`src/hw/csu_pkg.sv`:
```
package csu_pkg;

	////////////////////////////////////////////////////////////////////////////
	// Register byte offsets
	localparam logic [7:0] CTRL_OFS      = 8'h00;
	localparam logic [7:0] DIVIDE_OFS    = 8'h04;
	localparam logic [7:0] STATUS_OFS    = 8'h08;
	localparam logic [7:0] OSC_CTRL_OFS  = 8'h0C;
	localparam logic [7:0] OSC_CTRL2_OFS = 8'h10;
	localparam logic [7:0] CHECK_OFS     = 8'h14;
	localparam logic [7:0] COUNTS_OFS    = 8'h18;

	////////////////////////////////////////////////////////////////////////////
	// Encodings
	localparam logic [1:0] SRC_MASTER_OSC = 2'h0;
	localparam logic [1:0] SRC_POSTSCALER = 2'h1;
	localparam logic [1:0] SRC_SYNCING    = 2'h3;
	localparam logic [1:0] PRE_RELAX      = 2'h0;
	localparam logic [1:0] PRE_CRYSTAL    = 2'h1;
	localparam logic [1:0] PRE_RC         = 2'h2;
	localparam logic [1:0] EDGE_OFF       = 2'h0;
	localparam logic [1:0] EDGE_RISE      = 2'h1;
	localparam logic [1:0] EDGE_FALL      = 2'h2;
	localparam logic [1:0] EDGE_ANY       = 2'h3;

	////////////////////////////////////////////////////////////////////////////
	// Reset values, limits and timing counts
	localparam logic [9:0] RELAX_TRIM_RST = 10'h200;
	localparam logic [8:0] RC_RETRIM_RST  = 9'h100;
	localparam logic [3:0] REF_LOSS_TRIP_POINT_RST      = 4'h2;
	localparam logic [3:0] REF_LOSS_TRIP_POINT_MIN      = 4'h1;
	localparam logic [3:0] SCALE_MAX      = 4'h8;
	localparam logic [2:0] SYNC_CYCLES    = 3'h4;
	localparam int         MON_DIV_W      = 8;
	localparam int         CNT_W          = 16;

	////////////////////////////////////////////////////////////////////////////
	// Carriers
	typedef struct packed {
		logic [5:0] divide_by;
		logic [3:0] prescale;
		logic [3:0] postscale;
		logic       lock_det_en;
		logic       pll_pd;
		logic       pwm_halve;
	} csu_pll_cfg_t;

	typedef struct packed {
		logic [9:0] relax_trim;
		logic       relax_pd;
		logic       crystal_pd;
		logic       rc_pd;
		logic       high_power;
		logic       direct_clk;
		logic       ext_src_sel;
		logic       ext_halve;
		logic       clk_mon_en;
		logic [8:0] rc_retrim;
	} csu_osc_cfg_t;

	typedef struct packed {
		logic [1:0]           lk_m;
		logic [1:0]           lk_s;
		logic [1:0]           lk_p;
		logic                 rdy_m;
		logic                 rdy_s;
		logic                 ref_m;
		logic                 ref_s;
		logic                 ref_p;
		logic                 tgt_m;
		logic                 tgt_s;
		logic                 tgt_p;
		logic [1:0]           sys_src;
		logic [1:0]           sys_sel;
		logic [2:0]           sync_cnt;
		logic [1:0]           pre_src;
		logic [1:0]           mode_a;
		logic [1:0]           mode_b;
		logic                 loc_ie;
		csu_pll_cfg_t         pll;
		csu_osc_cfg_t         osc;
		logic [1:0]           lock_loss;
		logic                 loc;
		logic [3:0]           ref_loss_trip_point;
		logic [3:0]           miss_cnt;
		logic [MON_DIV_W-1:0] div_cnt;
		logic                 chk_en;
		logic [CNT_W-1:0]     chk_ref;
		logic [CNT_W-1:0]     chk_tgt;
		logic                 ap_wr;
		logic [7:0]           ap_addr;
		logic [31:0]          rdata;
	} csu_state_t;

endpackage

```
`src/hw/csu_ctrl.sv`:
```
`timescale 1ns/1ps
// How it works
// - Drive doubled system clock source select outward
// - Relaxation trim 0-1023, resets to midpoint
// - Three status flags, software clears any combination
// - External halving changes only when crystal unselected
// - Direct clock mode bit selects pin clocking
// - Lock edge mode changes only while disabled, or to disabled
// - Source readback shows syncing code while switching
// - Lock detector enable gates lock and flags
// - High or low power crystal drive bit
// - Crystal ready only when started and enabled
// - Status flags readable, nonzero when set
// - RC retrim field 0-511 drives oscillator
// - External source select, direct or crystal
// - Clock check resets counters, self clears done
// - Loss trip point 1-15, recommended two
// - Pre and postscaler powers of two to 256
// - PWM clock raw PLL or halved
// - Clock monitor enable feeds loss-of-clock flag
module csu_ctrl #(
	parameter logic [15:0] CHK_REF_LEN = 16'h0100,
	parameter logic [7:0]  MON_DIV     = 8'h64
) (
	input  wire logic                  hclk,
	input  wire logic                  hresetn,
	input  wire logic                  hsel,
	input  wire logic [31:0]           haddr,
	input  wire logic [1:0]            htrans,
	input  wire logic                  hwrite,
	input  wire logic [2:0]            hsize,
	input  wire logic [31:0]           hwdata,
	input  wire logic                  hready,
	output logic      [31:0]           hrdata,
	output logic                       hreadyout,
	output logic                       hresp,
	input  wire logic [1:0]            lock_raw,
	input  wire logic                  crystal_ok_raw,
	input  wire logic                  ref_clk_raw,
	input  wire logic                  crystal_clk_raw,
	output logic      [1:0]            sys_clk_x2_sel,
	output logic      [1:0]            prescaler_source_select,
	output csu_pkg::csu_pll_cfg_t      pll_cfg,
	output csu_pkg::csu_osc_cfg_t      osc_cfg,
	output logic                       irq
);

	csu_pkg::csu_state_t st_q;
	csu_pkg::csu_state_t st_d;
	logic [1:0]          lock_ind;
	logic [1:0]          lock_rise;
	logic [1:0]          lock_fall;
	logic [1:0]          lock_evt;
	logic                crystal_ready;
	logic [1:0]          src_read;
	logic                wr_ctrl;
	logic                wr_div;
	logic                wr_stat;
	logic                wr_osc;
	logic                wr_osc2;
	logic                wr_chk;
	logic                ref_edge;
	logic                tgt_edge;
	logic                mon_tick;
	logic                loc_evt;
	logic                rd_stat;

	////////////////////////////////////////////////////////////////////////////
	// Derived status
	assign lock_ind      = st_q.lk_s & {2{st_q.pll.lock_det_en}};
	assign lock_rise     = lock_ind & ~st_q.lk_p;
	assign lock_fall     = ~lock_ind & st_q.lk_p & {2{st_q.pll.lock_det_en}};
	assign crystal_ready = st_q.rdy_s & ~st_q.osc.crystal_pd;
	assign src_read      = (st_q.sync_cnt != 3'h0) ? csu_pkg::SRC_SYNCING : st_q.sys_sel;
	assign ref_edge      = st_q.ref_s & ~st_q.ref_p;
	assign tgt_edge      = st_q.tgt_s & ~st_q.tgt_p;
	assign mon_tick      = (st_q.div_cnt == MON_DIV - 8'h01);
	assign loc_evt       = mon_tick & st_q.osc.clk_mon_en & ~tgt_edge
	                     & (st_q.miss_cnt + 4'h1 == st_q.ref_loss_trip_point);

	always_comb begin
		lock_evt[0] = (st_q.mode_a == csu_pkg::EDGE_ANY  && (lock_rise[0] || lock_fall[0]))
		           || (st_q.mode_a == csu_pkg::EDGE_RISE && lock_rise[0])
		           || (st_q.mode_a == csu_pkg::EDGE_FALL && lock_fall[0]);
		lock_evt[1] = (st_q.mode_b == csu_pkg::EDGE_ANY  && (lock_rise[1] || lock_fall[1]))
		           || (st_q.mode_b == csu_pkg::EDGE_RISE && lock_rise[1])
		           || (st_q.mode_b == csu_pkg::EDGE_FALL && lock_fall[1]);
	end

	assign wr_ctrl = st_q.ap_wr && st_q.ap_addr == csu_pkg::CTRL_OFS;
	assign wr_div  = st_q.ap_wr && st_q.ap_addr == csu_pkg::DIVIDE_OFS;
	assign wr_stat = st_q.ap_wr && st_q.ap_addr == csu_pkg::STATUS_OFS;
	assign wr_osc  = st_q.ap_wr && st_q.ap_addr == csu_pkg::OSC_CTRL_OFS;
	assign wr_osc2 = st_q.ap_wr && st_q.ap_addr == csu_pkg::OSC_CTRL2_OFS;
	assign wr_chk  = st_q.ap_wr && st_q.ap_addr == csu_pkg::CHECK_OFS;
	assign rd_stat = hsel && hready && htrans[1] && !hwrite && haddr[7:0] == csu_pkg::STATUS_OFS;

	////////////////////////////////////////////////////////////////////////////
	// Next state
	always_comb begin
		st_d = st_q;
		// Synchronisers and edge history
		st_d.lk_m  = lock_raw;
		st_d.lk_s  = st_q.lk_m;
		st_d.lk_p  = lock_ind;
		st_d.rdy_m = crystal_ok_raw;
		st_d.rdy_s = st_q.rdy_m;
		st_d.ref_m = ref_clk_raw;
		st_d.ref_s = st_q.ref_m;
		st_d.ref_p = st_q.ref_s;
		st_d.tgt_m = crystal_clk_raw;
		st_d.tgt_s = st_q.tgt_m;
		st_d.tgt_p = st_q.tgt_s;

		// Bus address phase
		st_d.ap_wr = 1'b0;
		if (hsel && hready && htrans[1]) begin
			st_d.ap_wr   = hwrite;
			st_d.ap_addr = haddr[7:0];
			case (haddr[7:0])
				csu_pkg::CTRL_OFS: begin
					st_d.rdata = {17'h0, st_q.pll.pwm_halve, st_q.osc.clk_mon_en, st_q.loc_ie,
					              st_q.mode_b, st_q.mode_a, st_q.pll.pll_pd, st_q.pll.lock_det_en,
					              st_q.pre_src, 2'h0, st_q.sys_src};
				end
				csu_pkg::DIVIDE_OFS: begin
					st_d.rdata = {12'h0, st_q.ref_loss_trip_point, st_q.pll.postscale, st_q.pll.prescale,
					              2'h0, st_q.pll.divide_by};
				end
				csu_pkg::STATUS_OFS: begin
					st_d.rdata = {21'h0, crystal_ready, src_read, 1'b0, st_q.pll.pll_pd,
					              lock_ind, 1'b0, st_q.loc, st_q.lock_loss};
				end
				csu_pkg::OSC_CTRL_OFS: begin
					st_d.rdata = {15'h0, st_q.osc.ext_halve, st_q.osc.ext_src_sel, st_q.osc.direct_clk,
					              st_q.osc.high_power, st_q.osc.rc_pd, st_q.osc.crystal_pd,
					              st_q.osc.relax_pd, st_q.osc.relax_trim};
				end
				csu_pkg::OSC_CTRL2_OFS: st_d.rdata = {23'h0, st_q.osc.rc_retrim};
				csu_pkg::CHECK_OFS:     st_d.rdata = {31'h0, st_q.chk_en};
				csu_pkg::COUNTS_OFS:    st_d.rdata = {st_q.chk_tgt, st_q.chk_ref};
				default:                st_d.rdata = 32'h0;
			endcase
		end

		// Control register
		if (wr_ctrl) begin
			if (hwdata[1:0] <= csu_pkg::SRC_POSTSCALER && hwdata[1:0] != st_q.sys_src) begin
				st_d.sys_src  = hwdata[1:0];
				st_d.sync_cnt = csu_pkg::SYNC_CYCLES;
			end
			if (hwdata[5:4] != 2'h3) begin
				st_d.pre_src = hwdata[5:4];
			end
			st_d.pll.lock_det_en = hwdata[6];
			st_d.pll.pll_pd      = hwdata[7];
			if (st_q.mode_a == csu_pkg::EDGE_OFF || hwdata[9:8] == csu_pkg::EDGE_OFF) begin
				st_d.mode_a = hwdata[9:8];
			end
			if (st_q.mode_b == csu_pkg::EDGE_OFF || hwdata[11:10] == csu_pkg::EDGE_OFF) begin
				st_d.mode_b = hwdata[11:10];
			end
			st_d.loc_ie         = hwdata[12];
			st_d.osc.clk_mon_en = hwdata[13];
			st_d.pll.pwm_halve  = hwdata[14];
		end

		// Source switch synchronisation; PLL power-down forces master clock
		if (st_d.pll.pll_pd && st_d.sys_src != csu_pkg::SRC_MASTER_OSC) begin
			st_d.sys_src  = csu_pkg::SRC_MASTER_OSC;
			st_d.sync_cnt = csu_pkg::SYNC_CYCLES;
		end else if (!wr_ctrl && st_q.sync_cnt != 3'h0) begin
			st_d.sync_cnt = st_q.sync_cnt - 3'h1;
			if (st_q.sync_cnt == 3'h1) begin
				st_d.sys_sel = st_q.sys_src;
			end
		end

		// Divide-by register
		if (wr_div) begin
			st_d.pll.divide_by = hwdata[5:0];
			st_d.pll.prescale  = (hwdata[11:8] > csu_pkg::SCALE_MAX) ? csu_pkg::SCALE_MAX : hwdata[11:8];
			st_d.pll.postscale = (hwdata[15:12] > csu_pkg::SCALE_MAX) ? csu_pkg::SCALE_MAX : hwdata[15:12];
			st_d.ref_loss_trip_point = (hwdata[19:16] < csu_pkg::REF_LOSS_TRIP_POINT_MIN) ? csu_pkg::REF_LOSS_TRIP_POINT_MIN : hwdata[19:16];
		end

		// Oscillator control registers
		if (wr_osc) begin
			st_d.osc.relax_trim  = hwdata[9:0];
			st_d.osc.relax_pd    = hwdata[10];
			st_d.osc.crystal_pd  = hwdata[11];
			st_d.osc.rc_pd       = hwdata[12];
			st_d.osc.high_power  = hwdata[13];
			st_d.osc.direct_clk  = hwdata[14];
			st_d.osc.ext_src_sel = hwdata[15];
			if (st_q.pre_src != csu_pkg::PRE_CRYSTAL) begin
				st_d.osc.ext_halve = hwdata[16];
			end
		end
		if (wr_osc2) begin
			st_d.osc.rc_retrim = hwdata[8:0];
		end

		// Sticky flags, write one to clear, set wins
		st_d.lock_loss = (st_q.lock_loss & ~({2{wr_stat}} & hwdata[1:0])) | lock_evt;
		st_d.loc       = (st_q.loc & ~(wr_stat & hwdata[2])) | loc_evt;

		// Loss-of-clock monitor
		st_d.div_cnt = mon_tick ? '0 : st_q.div_cnt + 8'h01;
		if (!st_q.osc.clk_mon_en || tgt_edge) begin
			st_d.miss_cnt = 4'h0;
		end else if (mon_tick && st_q.miss_cnt != 4'hF) begin
			st_d.miss_cnt = st_q.miss_cnt + 4'h1;
		end

		// Clock checking
		if (wr_chk) begin
			st_d.chk_en = hwdata[0];
			if (hwdata[0]) begin
				st_d.chk_ref = '0;
				st_d.chk_tgt = '0;
			end
		end else if (st_q.chk_en) begin
			if (ref_edge) begin
				st_d.chk_ref = st_q.chk_ref + 16'h0001;
				if (st_q.chk_ref == CHK_REF_LEN - 16'h0001) begin
					st_d.chk_en = 1'b0;
				end
			end
			if (tgt_edge && st_q.chk_tgt != 16'hFFFF) begin
				st_d.chk_tgt = st_q.chk_tgt + 16'h0001;
			end
		end
	end

	////////////////////////////////////////////////////////////////////////////
	// State register
	always_ff @(posedge hclk or negedge hresetn) begin
		if (!hresetn) begin
			st_q                <= '0;
			st_q.osc.relax_trim <= csu_pkg::RELAX_TRIM_RST;
			st_q.osc.rc_retrim  <= csu_pkg::RC_RETRIM_RST;
			st_q.osc.high_power <= 1'b1;
			st_q.ref_loss_trip_point          <= csu_pkg::REF_LOSS_TRIP_POINT_RST;
		end else begin
			st_q <= st_d;
		end
	end

	////////////////////////////////////////////////////////////////////////////
	// Outputs
	assign hrdata                  = st_q.rdata;
	assign hreadyout               = 1'b1;
	assign hresp                   = 1'b0;
	assign sys_clk_x2_sel          = st_q.sys_sel;
	assign prescaler_source_select = st_q.pre_src;
	assign pll_cfg                 = st_q.pll;
	assign osc_cfg                 = st_q.osc;
	assign irq = |(st_q.lock_loss & {st_q.mode_b != csu_pkg::EDGE_OFF, st_q.mode_a != csu_pkg::EDGE_OFF})
	           | (st_q.loc & st_q.loc_ie);
endmodule // csu_ctrl

```
`config.mk`:
```
export PLATFORM = sky130hd
export DESIGN_NAME = csu_ctrl
export DESIGN_NICKNAME = d
export VERILOG_FILES = /design/src/hw/csu_pkg.sv /design/src/hw/csu_ctrl.sv
export SDC_FILE = /design/constraint.sdc
export NUM_CORES = 1
export LEC_CHECK = 0
export BUFFER_PORTS_ARGS = -buffer_cell sky130_fd_sc_hd__clkbuf_2
export CAP_MARGIN = 20
export CORE_UTILIZATION = 35
export DETAILED_ROUTE_END_ITERATION = 6
export HOLD_SLACK_MARGIN = 0.05
export MAX_ROUTING_LAYER = met4
export RECOVER_POWER = 50
export SLEW_MARGIN = 20
export SYNTH_ARGS = -nofsm -noshare
export SYNTH_HDL_FRONTEND = slang
export SYNTH_SLANG_ARGS = --single-unit
```
`constraint.sdc`:
```
create_clock -name hclk -period 2.92 [get_ports hclk]
set_clock_uncertainty 0.15 [all_clocks]
set_input_delay 0.584 -clock hclk [delete_from_list [all_inputs] [get_ports hclk]]
set_output_delay 0.584 -clock hclk [all_outputs]
set_load 0.01 [all_outputs]
```
==> results of run 1 <==
[final cells by class]
cell class              count  area [sq um]  share of cell area [%]
clock buffers              20         466.7                   4.923
multi-input cells         557          3403                   35.90
clock inverters            12         142.6                   1.505
repair buffers            155         895.9                   9.451
well taps                 319         399.1                   4.211
inverters                  10         37.54                  0.3960
flip-flops and latches    165          4134                   43.61
[layer usage]
layer | GRT usage [%] | up-vias
li1 | - | 3021
met3 | 3.406 | 23
met1 | 24.93 | 3105
met2 | 28.64 | 169
met4 | 5.089 | 0
met5 | - | -
[through the flow]
| stage | utilization, % | hold WS (ns) | instances |
|---|---|---|---|
| after floorplan | - | 0.1384 | 851 |
| after global placement | 37.98 | 0.1821 | 1205 |
| after detailed placement | 37.98 | 0.1858 | 1205 |
| after CTS | 40.63 | 0.09636 | 1238 |
| after global routing | 40.50 | 0.09854 | 1238 |
| final | 40.50 | 0.1100 | 1238 |
[worst register-to-register path, delay by kind of cell (launching register included)]
family                 cells  cell delay (ns)
AND/OR/NAND/NOR            3             1.02
AO/OA/AOI/OAI              2             0.67
flip-flops                 1             0.41
buffers and inverters      1             0.22
[report_power, final]
| group | internal (uW) | switching, uW |
|---|---|---|
| Combinational | 450 | 558 |
| Sequential | 2580 | 389 |
| Clock | 1340 | 965 |
| Total | 4370 | 1910 |
[cell usage after synthesis, types with 4 or more instances]
library cell	n	area (sq um)
nand2_1	166	623.1
dfrtp_1	161	4029
buf_4	82	615.6
nand3_1	47	235.2
o21ai_0	43	215.2
nor2_1	42	157.7
mux2_2	38	427.9
a21oi_1	28	140.1
clkbuf_1	23	86.33
nor3_1	16	80.08
a31oi_1	13	81.33
xnor2_1	13	113.9
inv_1	10	37.54
nand3b_1	10	75.07
a221oi_1	9	78.83
buf_2	8	40.04
nand4_1	8	50.05
and2_1	7	43.79
ha_1	7	87.58
nor4_1	7	43.79
a41oi_1	6	52.55
and3_1	6	37.54
mux2i_1	6	60.06
a22oi_1	5	37.54
nor3b_1	5	37.54
o21a_1	5	37.54
xor2_1	5	43.79
a22o_1	4	35.03
dfstp_2	4	105.1
mux4_2	4	90.09
or4_1	4	30.03
[sequential cells by signal (all words and copies together), names as in the netlist]
signal and count:
osc_cfg 27, st_d 7, hrdata 32, prescaler_source_select 2
pll_cfg 17, sys_clk_x2_sel 2, st_q 78
[worst max-delay path by stage]
| stage | start | to | slack [ns] | cells past startpoint |
|---|---|---|---|---|
| floorplan | haddr[5] | hrdata[6] | 0.49 | 6 |
| global placement | haddr[5] | hrdata[16] | 0.25 | 7 |
| detailed placement | haddr[5] | hrdata[0] | 0.22 | 7 |
| CTS | st_q[37] | st_q[70] | 0.32 | 6 |
| global route | st_q[37] | st_q[70] | 0.23 | 6 |
| finish | st_q[39] | st_q[70] | 0.34 | 6 |
[kinds of logic after synthesis]
group           count (synthesis)
mux                            48
buf+inv                       129
other cells                     2
simple gates                  343
flops                         165
compound gates                139
xor+xnor                       18
fa+ha+maj                       7
==> flow_summary_export.csv, run 1 <==
group,metric,value,unit
layout,fillCellCount,2367,
routing,routed-wl-met3,1035,um
critical_path,reg2reg_depth,6,
logic_synthesis,synthCells,851,
routing,wirelength,21120,um
layout,drive_above_1_share,24.70,%
logic_synthesis,synth_cell_types,69,
critical_path,slowest_delay,0.68,ns
logic_synthesis,synth_area,8344,sq um
logic_synthesis,async_flop_share,100.0,%
logic_synthesis,ys_seq_area_share,49.54,%
routing,wl_met1,9896,um
hold_path,min_from,"lock_raw[1]",
sta,hold_viol,0,
status,status,"finished, final reports clean",
sta,min_period,2.581,ns
layout,final_cell_mix,"166 x nand2_1, 161 x dfrtp_1, 104 x clkbuf_2, 46 x nand3_1, 43 x o21ai_0",
sta,tightest_slew,1.414,ns
routing,drc,0,
logic_synthesis,yosys_warnings,0,
sta,finalCritPeriodShare,88.39,%
power_and_ir_drop,vdd_drop_max,0.0002671,V
clock_tree,numCtsBuffers,17,
layout,final_common_cell,"nand2_1",
logic_synthesis,muxShareOfSynthArea,6.928,%
critical_path,rrSetupSlack,0.34,ns
clock_tree,cts_tree,"yes",
critical_path,cp_data_arrival_time,2.75,ns
floorplan,initial_utilization,35.66,%
logic_synthesis,synth_xor_area_share,1.889,%
routing,viasPerCell,5.103,
routing,top_layer,"met4",
sta,rsz0062_at_grt,"false",
critical_path,crit_slowest_cell,"or4b_1",
logic_synthesis,synth_edf_count,0,
placement,place_area,8889,sq um
clock_tree,cts-root-buf,"clkbuf_16",
layout,nets,992,
sta,fin_tns_setup,0,ns
logic_synthesis,syn_avg_cell_area,9.805,sq um
logic_synthesis,synth-seq-cells,165,
floorplan,fp.dieArea,24460,sq um
critical_path,r2r-end,"st_q[70]",
critical_path,worst-path-buf-inv,1,
routing,drt-initial-drc-count,429,
logic_synthesis,synth_compound_area_share,11.10,%
flow_run,cap_viol_max_count,0,
logic_synthesis,syn-num-nets,937,
routing,wl_met2,9911,um
clock_tree,clock_latency,0.44,ns
hold_path,hold_depth,1,
floorplan,core-area,23400,sq um
clock_tree,clk_pin_slew,0.07,ns
clock_tree,cts.sinks,165,
sta,layout_setup_ws,0.3391,ns
grt,grt_pass1_vias,6071,
critical_path,cp-start-kind,"flop",
logic_synthesis,synth_flop_cell,"dfrtp_1",
placement,pre_cts_slack,0.2232,ns
placement,hpwl,15450,um
grt,grt_usage,18.55,%
power_and_ir_drop,power,6284,uW
routing,drtAntennaViolNets,0,
power_and_ir_drop,p_leak,0.004176,uW
clock_tree,cts_setup_buffers,0,
floorplan,io_pins,162,
grt,grt_pass1_wl,33740,um
clock_tree,post_cts_resize_count,0,
routing,vias,6318,
routing,dr.pass1.iters,5,
sta,fmax,387.5,MHz
critical_path,crit_required,3.09,ns
critical_path,r2r_start,"st_q[39]",
placement,portBuffers,119,
hold_path,holdPathEnd,"st_d[162]",
sta,slew_violations,0,
sta,max_slew_margin,5.743,%
placement,gp_congestion,0.8473,
clock_tree,clock_path_buffers,2,
routing,wl_per_cell,17.06,um
clock_tree,ctsHoldBuffers,1,
layout,antenna_cells,0,
layout,area_growth,13.60,%
grt,grt_max_degree,53,
floorplan,die_w,156.4,um
clock_tree,htree_levels,4,
logic_synthesis,post_synth_fa_ha_maj_area_fraction,1.050,%
critical_path,worst_setup_path_end_kind,"flop",
logic_synthesis,synth-simple-area-share,19.67,%
sta,setup_violations,0,
logic_synthesis,synth_top_family_by_area,"simple AND/OR/NAND/NOR gates",
floorplan,die_y,156.4,um
critical_path,critical_path_class,"flop to flop",
grt,antenna_found_initial,0,
grt,grt_overflow,0,
hold_path,hp-class,"input pin to flop",
layout,final_cell_area,9479,sq um
floorplan,rows,56,
critical_path,critical-path-top-delay-family,"simple AND/OR/NAND/NOR gates",
critical_path,worstPathCellList,"or4b_1 > o31ai_4 > buf_4 > or2_1 > nor3_1 > a211o_1",
power_and_ir_drop,power_density,663.0,nW/um^2
critical_path,path_max_fanout,8,
(Power assumes the default switching activity.)
==> inputs of run 2 (changes only) <==
--- a/config.mk
+++ b/config.mk
@@ -11,6 +11,7 @@
 export DETAILED_ROUTE_END_ITERATION = 6
 export HOLD_SLACK_MARGIN = 0.05
 export MAX_ROUTING_LAYER = met4
+export PLACE_DENSITY_LB_ADDON = 0.15
 export RECOVER_POWER = 50
 export SLEW_MARGIN = 20
 export SYNTH_ARGS = -nofsm -noshare
==> constraint.sdc (replaced) <==
create_clock -name hclk -period 2.4 [get_ports hclk]
set_clock_uncertainty 0.15 [all_clocks]
set_input_delay 0.48 -clock hclk [delete_from_list [all_inputs] [get_ports hclk]]
set_output_delay 0.48 -clock hclk [all_outputs]
set_load 0.01 [all_outputs]
==> run 2 against run 1 <==
  * Final area rose by 2.6%
  * Critical path depth shrank 1
  * Global-route usage up 1.0 points
  * Non-clock buffer count is 34 higher
  * Largest cell class unchanged
==> flow_summary_export.csv, run 2 (synthesis gave the netlist of run 1 again) <==
group,metric,value,unit
layout,fillCellCount,2352,
routing,dr.pass1.iters,5,
critical_path,crit_slowest_cell,"or4b_4",
critical_path,critical_path_class,"flop to flop",
sta,max_slew_margin,2.352,%
layout,largest_register_ffs,78,
clock_tree,cts_tree,"yes",
hold_path,holdPathEnd,"st_q[39]",
sta,rsz0062_at_grt,"false",
routing,vias,6361,
grt,antenna_found_initial,0,
clock_tree,numCtsBuffers,17,
sta,hold_viol,0,
grt,grt_usage,19.56,%
critical_path,slowest_delay,0.60,ns
placement,gp_congestion,0.7977,
floorplan,die_w,156.4,um
sta,fmax,435.8,MHz
clock_tree,cts-root-buf,"clkbuf_16",
sta,slew_violations,0,
clock_tree,clock_latency,0.43,ns
critical_path,cp-start-kind,"flop",
grt,grt_pass1_wl,35030,um
routing,drc,0,
grt,grt_max_degree,45,
grt,grt_pass1_vias,5925,
floorplan,fp.dieArea,24460,sq um
grt,grt_overflow,0,
floorplan,rows,56,
sta,setup_violations,0,
layout,final_cell_mix,"166 x nand2_1, 161 x dfrtp_1, 105 x clkbuf_2, 57 x buf_4, 47 x nand3_1",
sta,worst_hold_slack,0.1098,ns
critical_path,r2r-end,"st_q[70]",
layout,final_common_cell,"nand2_1",
critical_path,cp_data_arrival_time,2.45,ns
clock_tree,clk_pin_slew,0.07,ns
placement,dp_cells,1234,
routing,wl_per_cell,17.54,um
critical_path,reg2reg_depth,5,
hold_path,hp-class,"input pin to flop",
clock_tree,clock_path_buffers,2,
floorplan,io_pins,162,
power_and_ir_drop,power_density,794.1,nW/um^2
layout,nets,1026,
power_and_ir_drop,p_leak,0.004338,uW
critical_path,path_max_fanout,5,
routing,drtAntennaViolNets,0,
layout,drive_above_1_share,26.86,%
sta,layout_setup_ws,0.1056,ns
critical_path,r2r_start,"st_q[33]",
layout,regMostFlops,"st_q",
hold_path,hold_depth,3,
sta,tightest_slew,1.465,ns
layout,area_growth,16.51,%
critical_path,crit_required,2.56,ns
flow_run,cap_viol_max_count,0,
layout,final_cells,1272,
layout,antenna_cells,0,
critical_path,worst_setup_path_end_kind,"flop",
floorplan,initial_utilization,35.66,%
critical_path,worstPathCellList,"or4b_4 > o31ai_4 > or2_1 > nor3_1 > a211o_1",
layout,final_util,41.54,%
routing,viasPerCell,5.001,
floorplan,core-area,23400,sq um
placement,pre_cts_slack,-0.05740,ns
power_and_ir_drop,vdd_drop_max,0.0003832,V
placement,portBuffers,119,
hold_path,min_from,"haddr[7]",
power_and_ir_drop,power,7721,uW
floorplan,die_y,156.4,um
critical_path,rrSetupSlack,0.11,ns
status,status,"finished, final reports clean",
sta,finalCritPeriodShare,95.60,%
clock_tree,htree_levels,4,
clock_tree,cts_setup_buffers,0,
placement,hpwl,16410,um
routing,wirelength,22310,um
routing,drt-initial-drc-count,337,
sta,min_period,2.294,ns
clock_tree,cts.sinks,165,
==> run 2: cell types whose count changed in the layout (fill, tap and decap cells not counted), sizes merged <==
cell,before,now
clkbuf,140,139
clkinv,3,4
buf,34,62
dlygate4sd3,1,6
bufinv,2,1
inv,14,18
clkinvlp,3,1
==> run 2: layer usage <==
layer  vias to the layer above  track usage, %  part of all wire [%]
met2                       144           28.42                    45
met4                         0           4.809                   1.2
met1                      3109           28.19                    50
met5                         -               -                     0
met3                        20           3.268                   4.0
li1                       3088               -                     -
==> run 2: stage by stage <==
step,TNS (ns),instance area (sq um)
detailed placement,-0.3549,9119
CTS,0,9751
floorplan,0,8344
global route,0,9722
global placement,-0.3024,9119
finish,0,9722
==> run 2: power by group <==
part / total [uW] / switching [uW] / internal [uW]
Clock: 2710 / 1250 / 1470
Sequential: 3530 / 391 / 3140
Combinational: 1480 / 815 / 664
Total: 7720 / 2450 / 5270
==> run 2: what timing repair did <==
item                                    CTS  global route
hold buffers                              6             0
endpoints found under the hold margin    43             0
endpoints found under the setup margin    0            11
gates resized for setup                   0             2
==> run 2: cell type report <==
type,instances,area [sq um],area share (%)
Clock buffer,18,429.2,4.414
Timing Repair Buffer,189,1174,12.07
Multi-Input combinational cell,557,3406,35.03
Inverter,10,37.54,0.3861
Tap cell,319,399.1,4.106
Sequential cell,165,4134,42.52
Clock inverter,14,142.6,1.467
==> run 2: critical path: cells and delay by family (launching register included) <==
family / cells / cell delay, ns
simple gates: 3 / 0.92
compound gates: 2 / 0.68
flops: 1 / 0.42
==> run 2: worst max-delay path by stage <==
stage,from,to,slack (ns),depth (start not counted)
after floorplan,haddr[5],hrdata[6],0.08,6
after global placement,haddr[5],hrdata[9],-0.05,7
after detailed placement,haddr[5],hrdata[10],-0.06,7
after CTS,st_q[37],osc_cfg[10],0.01,6
after global routing,st_q[33],st_q[50],0.02,6
final,st_q[33],st_q[70],0.11,5
==> inputs of run 3 (changes only) <==
==> constraint.sdc (replaced) <==
create_clock -name hclk -period 1.9 [get_ports hclk]
set_clock_uncertainty 0.15 [all_clocks]
set_input_delay 0.38 -clock hclk [delete_from_list [all_inputs] [get_ports hclk]]
set_output_delay 0.38 -clock hclk [all_outputs]
set_load 0.01 [all_outputs]
==> run 3 against run 2 <==
  * The run now ends with negative setup slack left
  * Routed wire length up 9.8%
  * Die area did not move
  * Clock power rose by 27%
  * Worst setup slack worse by 0.35 ns
  * First-iteration DRC count unchanged
  * Critical path type unchanged
  * Largest power group unchanged
  * Highest routed layer unchanged
==> flow_summary_export.csv, run 3 (synthesis gave the netlist of run 1 again) <==
group,metric,value,unit
routing,vias,6756,
critical_path,startpoint,"st_q[39]",
grt,grt_overflow,0,
power_and_ir_drop,p_comb_share,26.7,%
floorplan,io_pins,162,
layout,largest_register_ffs,78,
sta,tightest_slew,1.259,ns
critical_path,cp_data_arrival_time,2.36,ns
grt,grt_pass1_wl,37890,um
layout,final_cell_mix,"162 x nand2_1, 156 x dfrtp_1, 117 x clkbuf_2, 110 x buf_4, 39 x nor2_1",
critical_path,slowest_delay,0.59,ns
power_and_ir_drop,power_density,964.9,nW/um^2
floorplan,initial_utilization,35.66,%
routing,drt-initial-drc-count,337,
placement,dp_cells,1291,
critical_path,worst_setup_path_end_kind,"flop",
status,status,"finished with violations",
sta,slew_violations,0,
placement,hpwl,17760,um
power_and_ir_drop,clockPowerShare,32.4,%
routing,viasPerCell,4.975,
routing,wl_per_cell,18.04,um
critical_path,critical_path_class,"flop to flop",
layout,antenna_cells,0,
grt,grt_pass1_vias,6607,
grt,antenna_found_initial,0,
layout,nets,1112,
critical_path,crit_path_end,"st_q[56]",
sta,min_period,2.147,ns
sta,rsz0062_at_grt,"true",
critical_path,rrSetupSlack,-0.25,ns
grt,grt-busiest-layer,"met2",
sta,worst_hold_slack,0.06798,ns
layout,regMostFlops,"st_q",
sta,finalCritPeriodShare,113.0,%
sta,hold_viol,0,
clock_tree,htree_levels,4,
power_and_ir_drop,vdd_drop_max,0.0006450,V
grt,grt_usage,21.23,%
clock_tree,cts-root-buf,"clkbuf_16",
floorplan,core-area,23400,sq um
power_and_ir_drop,p_sw_share,33.57,%
critical_path,crit_slowest_cell,"or4b_4",
sta,fmax,465.7,MHz
routing,drtAntennaViolNets,0,
floorplan,fp.dieArea,24460,sq um
critical_path,reg2reg_depth,6,
clock_tree,cts_tree,"yes",
clock_tree,cts.sinks,165,
critical_path,crit_required,2.11,ns
power_and_ir_drop,p_leak,0.004916,uW
sta,max_slew_margin,16.10,%
status,violations,"negative setup slack",
grt,gr-usage-met2,33.08,%
critical_path,cp-start-kind,"flop",
power_and_ir_drop,intPower,7038,uW
critical_path,path_max_fanout,7,
clock_tree,clk_pin_slew,0.07,ns
floorplan,die_w,156.4,um
critical_path,r2r-end,"st_q[56]",
flow_run,cap_viol_max_count,0,
clock_tree,clock_latency,0.44,ns
floorplan,rows,56,
layout,drive_above_1_share,39.08,%
critical_path,worstPathCellList,"or4b_4 > o31ai_4 > buf_6 > a311oi_4 > or2_4 > a31oi_1",
placement,gp_congestion,0.8479,
routing,dr.pass1.iters,5,
routing,wirelength,24490,um
hold_path,hp-class,"input pin to flop",
critical_path,r2r_start,"st_q[39]",
layout,area_growth,31.59,%
grt,grt_util_met1,28.91,%
grt,grtUsageMet3,3.489,%
layout,final_cells,1358,
routing,drc,0,
power_and_ir_drop,power_frac_seq,40.9,%
clock_tree,clock_path_buffers,2,
floorplan,die_y,156.4,um
sta,layout_setup_ws,-0.2474,ns
sta,setup_violations,74,
power_and_ir_drop,power.switching,3557,uW
placement,portBuffers,119,
clock_tree,numCtsBuffers,17,
grt,grt_max_degree,46,
layout,final_common_cell,"nand2_1",
==> run 3: how the worst min path moves through the flow <==
| stage | cells after the start | to | from | slack [ns] |
|---|---|---|---|---|
| detailed placement | 1 | hrdata[17] | hresetn | 0.16 |
| global route | 3 | st_q[37] | haddr[5] | 0.07 |
| floorplan | 0 | hrdata[0] | hresetn | -0.07 |
| CTS | 3 | pll_cfg[4] | hwdata[13] | 0.05 |
| global placement | 1 | pll_cfg[6] | hresetn | 0.16 |
| finish | 2 | osc_cfg[23] | hwdata[6] | 0.07 |
==> run 3: cell type report <==
type,count,area [sq um]
sequential,165,4140
timing repair buffer,274,1989
clock inverter,15,163.9
inverter,10,37.54
multi-input combinational,558,3825
fill,2303,12420
clock buffer,17,425.4
tap,319,399.1
==> run 3: critical path: cells and delay by family (launching register included) <==
| kind | cells | cell delay (ns) |
|---|---|---|
| AO/OA/AOI/OAI | 3 | 0.49 |
| buffers and inverters | 1 | 0.14 |
| flip-flops | 1 | 0.38 |
| AND/OR/NAND/NOR | 2 | 0.91 |
==> run 3: power by group through the flow <==
stage	registers, uW	logic, uW	clock network [uW]
6_report	4340	2830	3430
5_1_grt	4400	3100	3660
4_1_cts	4320	2610	3510
3_5_place_dp	4390	2440	0
3_3_place_gp	4380	2410	0
2_1_floorplan	4390	1330	0
==> run 3: repair_timing <==
item / 4_1_cts / 5_1_grt
gates cloned: 2 / 2
pin swaps: 21 / 16
endpoints found under the setup margin: 82 / 95
setup buffers: 9 / 12
endpoints found under the hold margin: 83 / 0
hold buffers: 15 / 0
gates resized for setup: 40 / 55
==> run 3: routing by layer <==
layer	part of all wire [%]	wire length, um
met5	0	0
met4	0.85	208
met3	3.6	878
met1	48	11800
met2	47	11610
==> run 3: stage by stage <==
| step | instance area (sq um) | setup TNS (ns) | util, % | total power [uW] | worst slack, ns |
|---|---|---|---|---|---|
| finish | 10980 | -8.820 | 46.92 | 10600 | -0.2474 |
| global route | 10980 | -13.89 | 46.92 | 11160 | -0.3233 |
| CTS | 10690 | -7.413 | 45.66 | 10440 | -0.2133 |
| detailed placement | 9698 | -24.67 | 41.44 | 6826 | -0.5746 |
| global placement | 9698 | -23.62 | 41.44 | 6792 | -0.5492 |
| floorplan | 8527 | -14.10 | - | 5719 | -0.2771 |
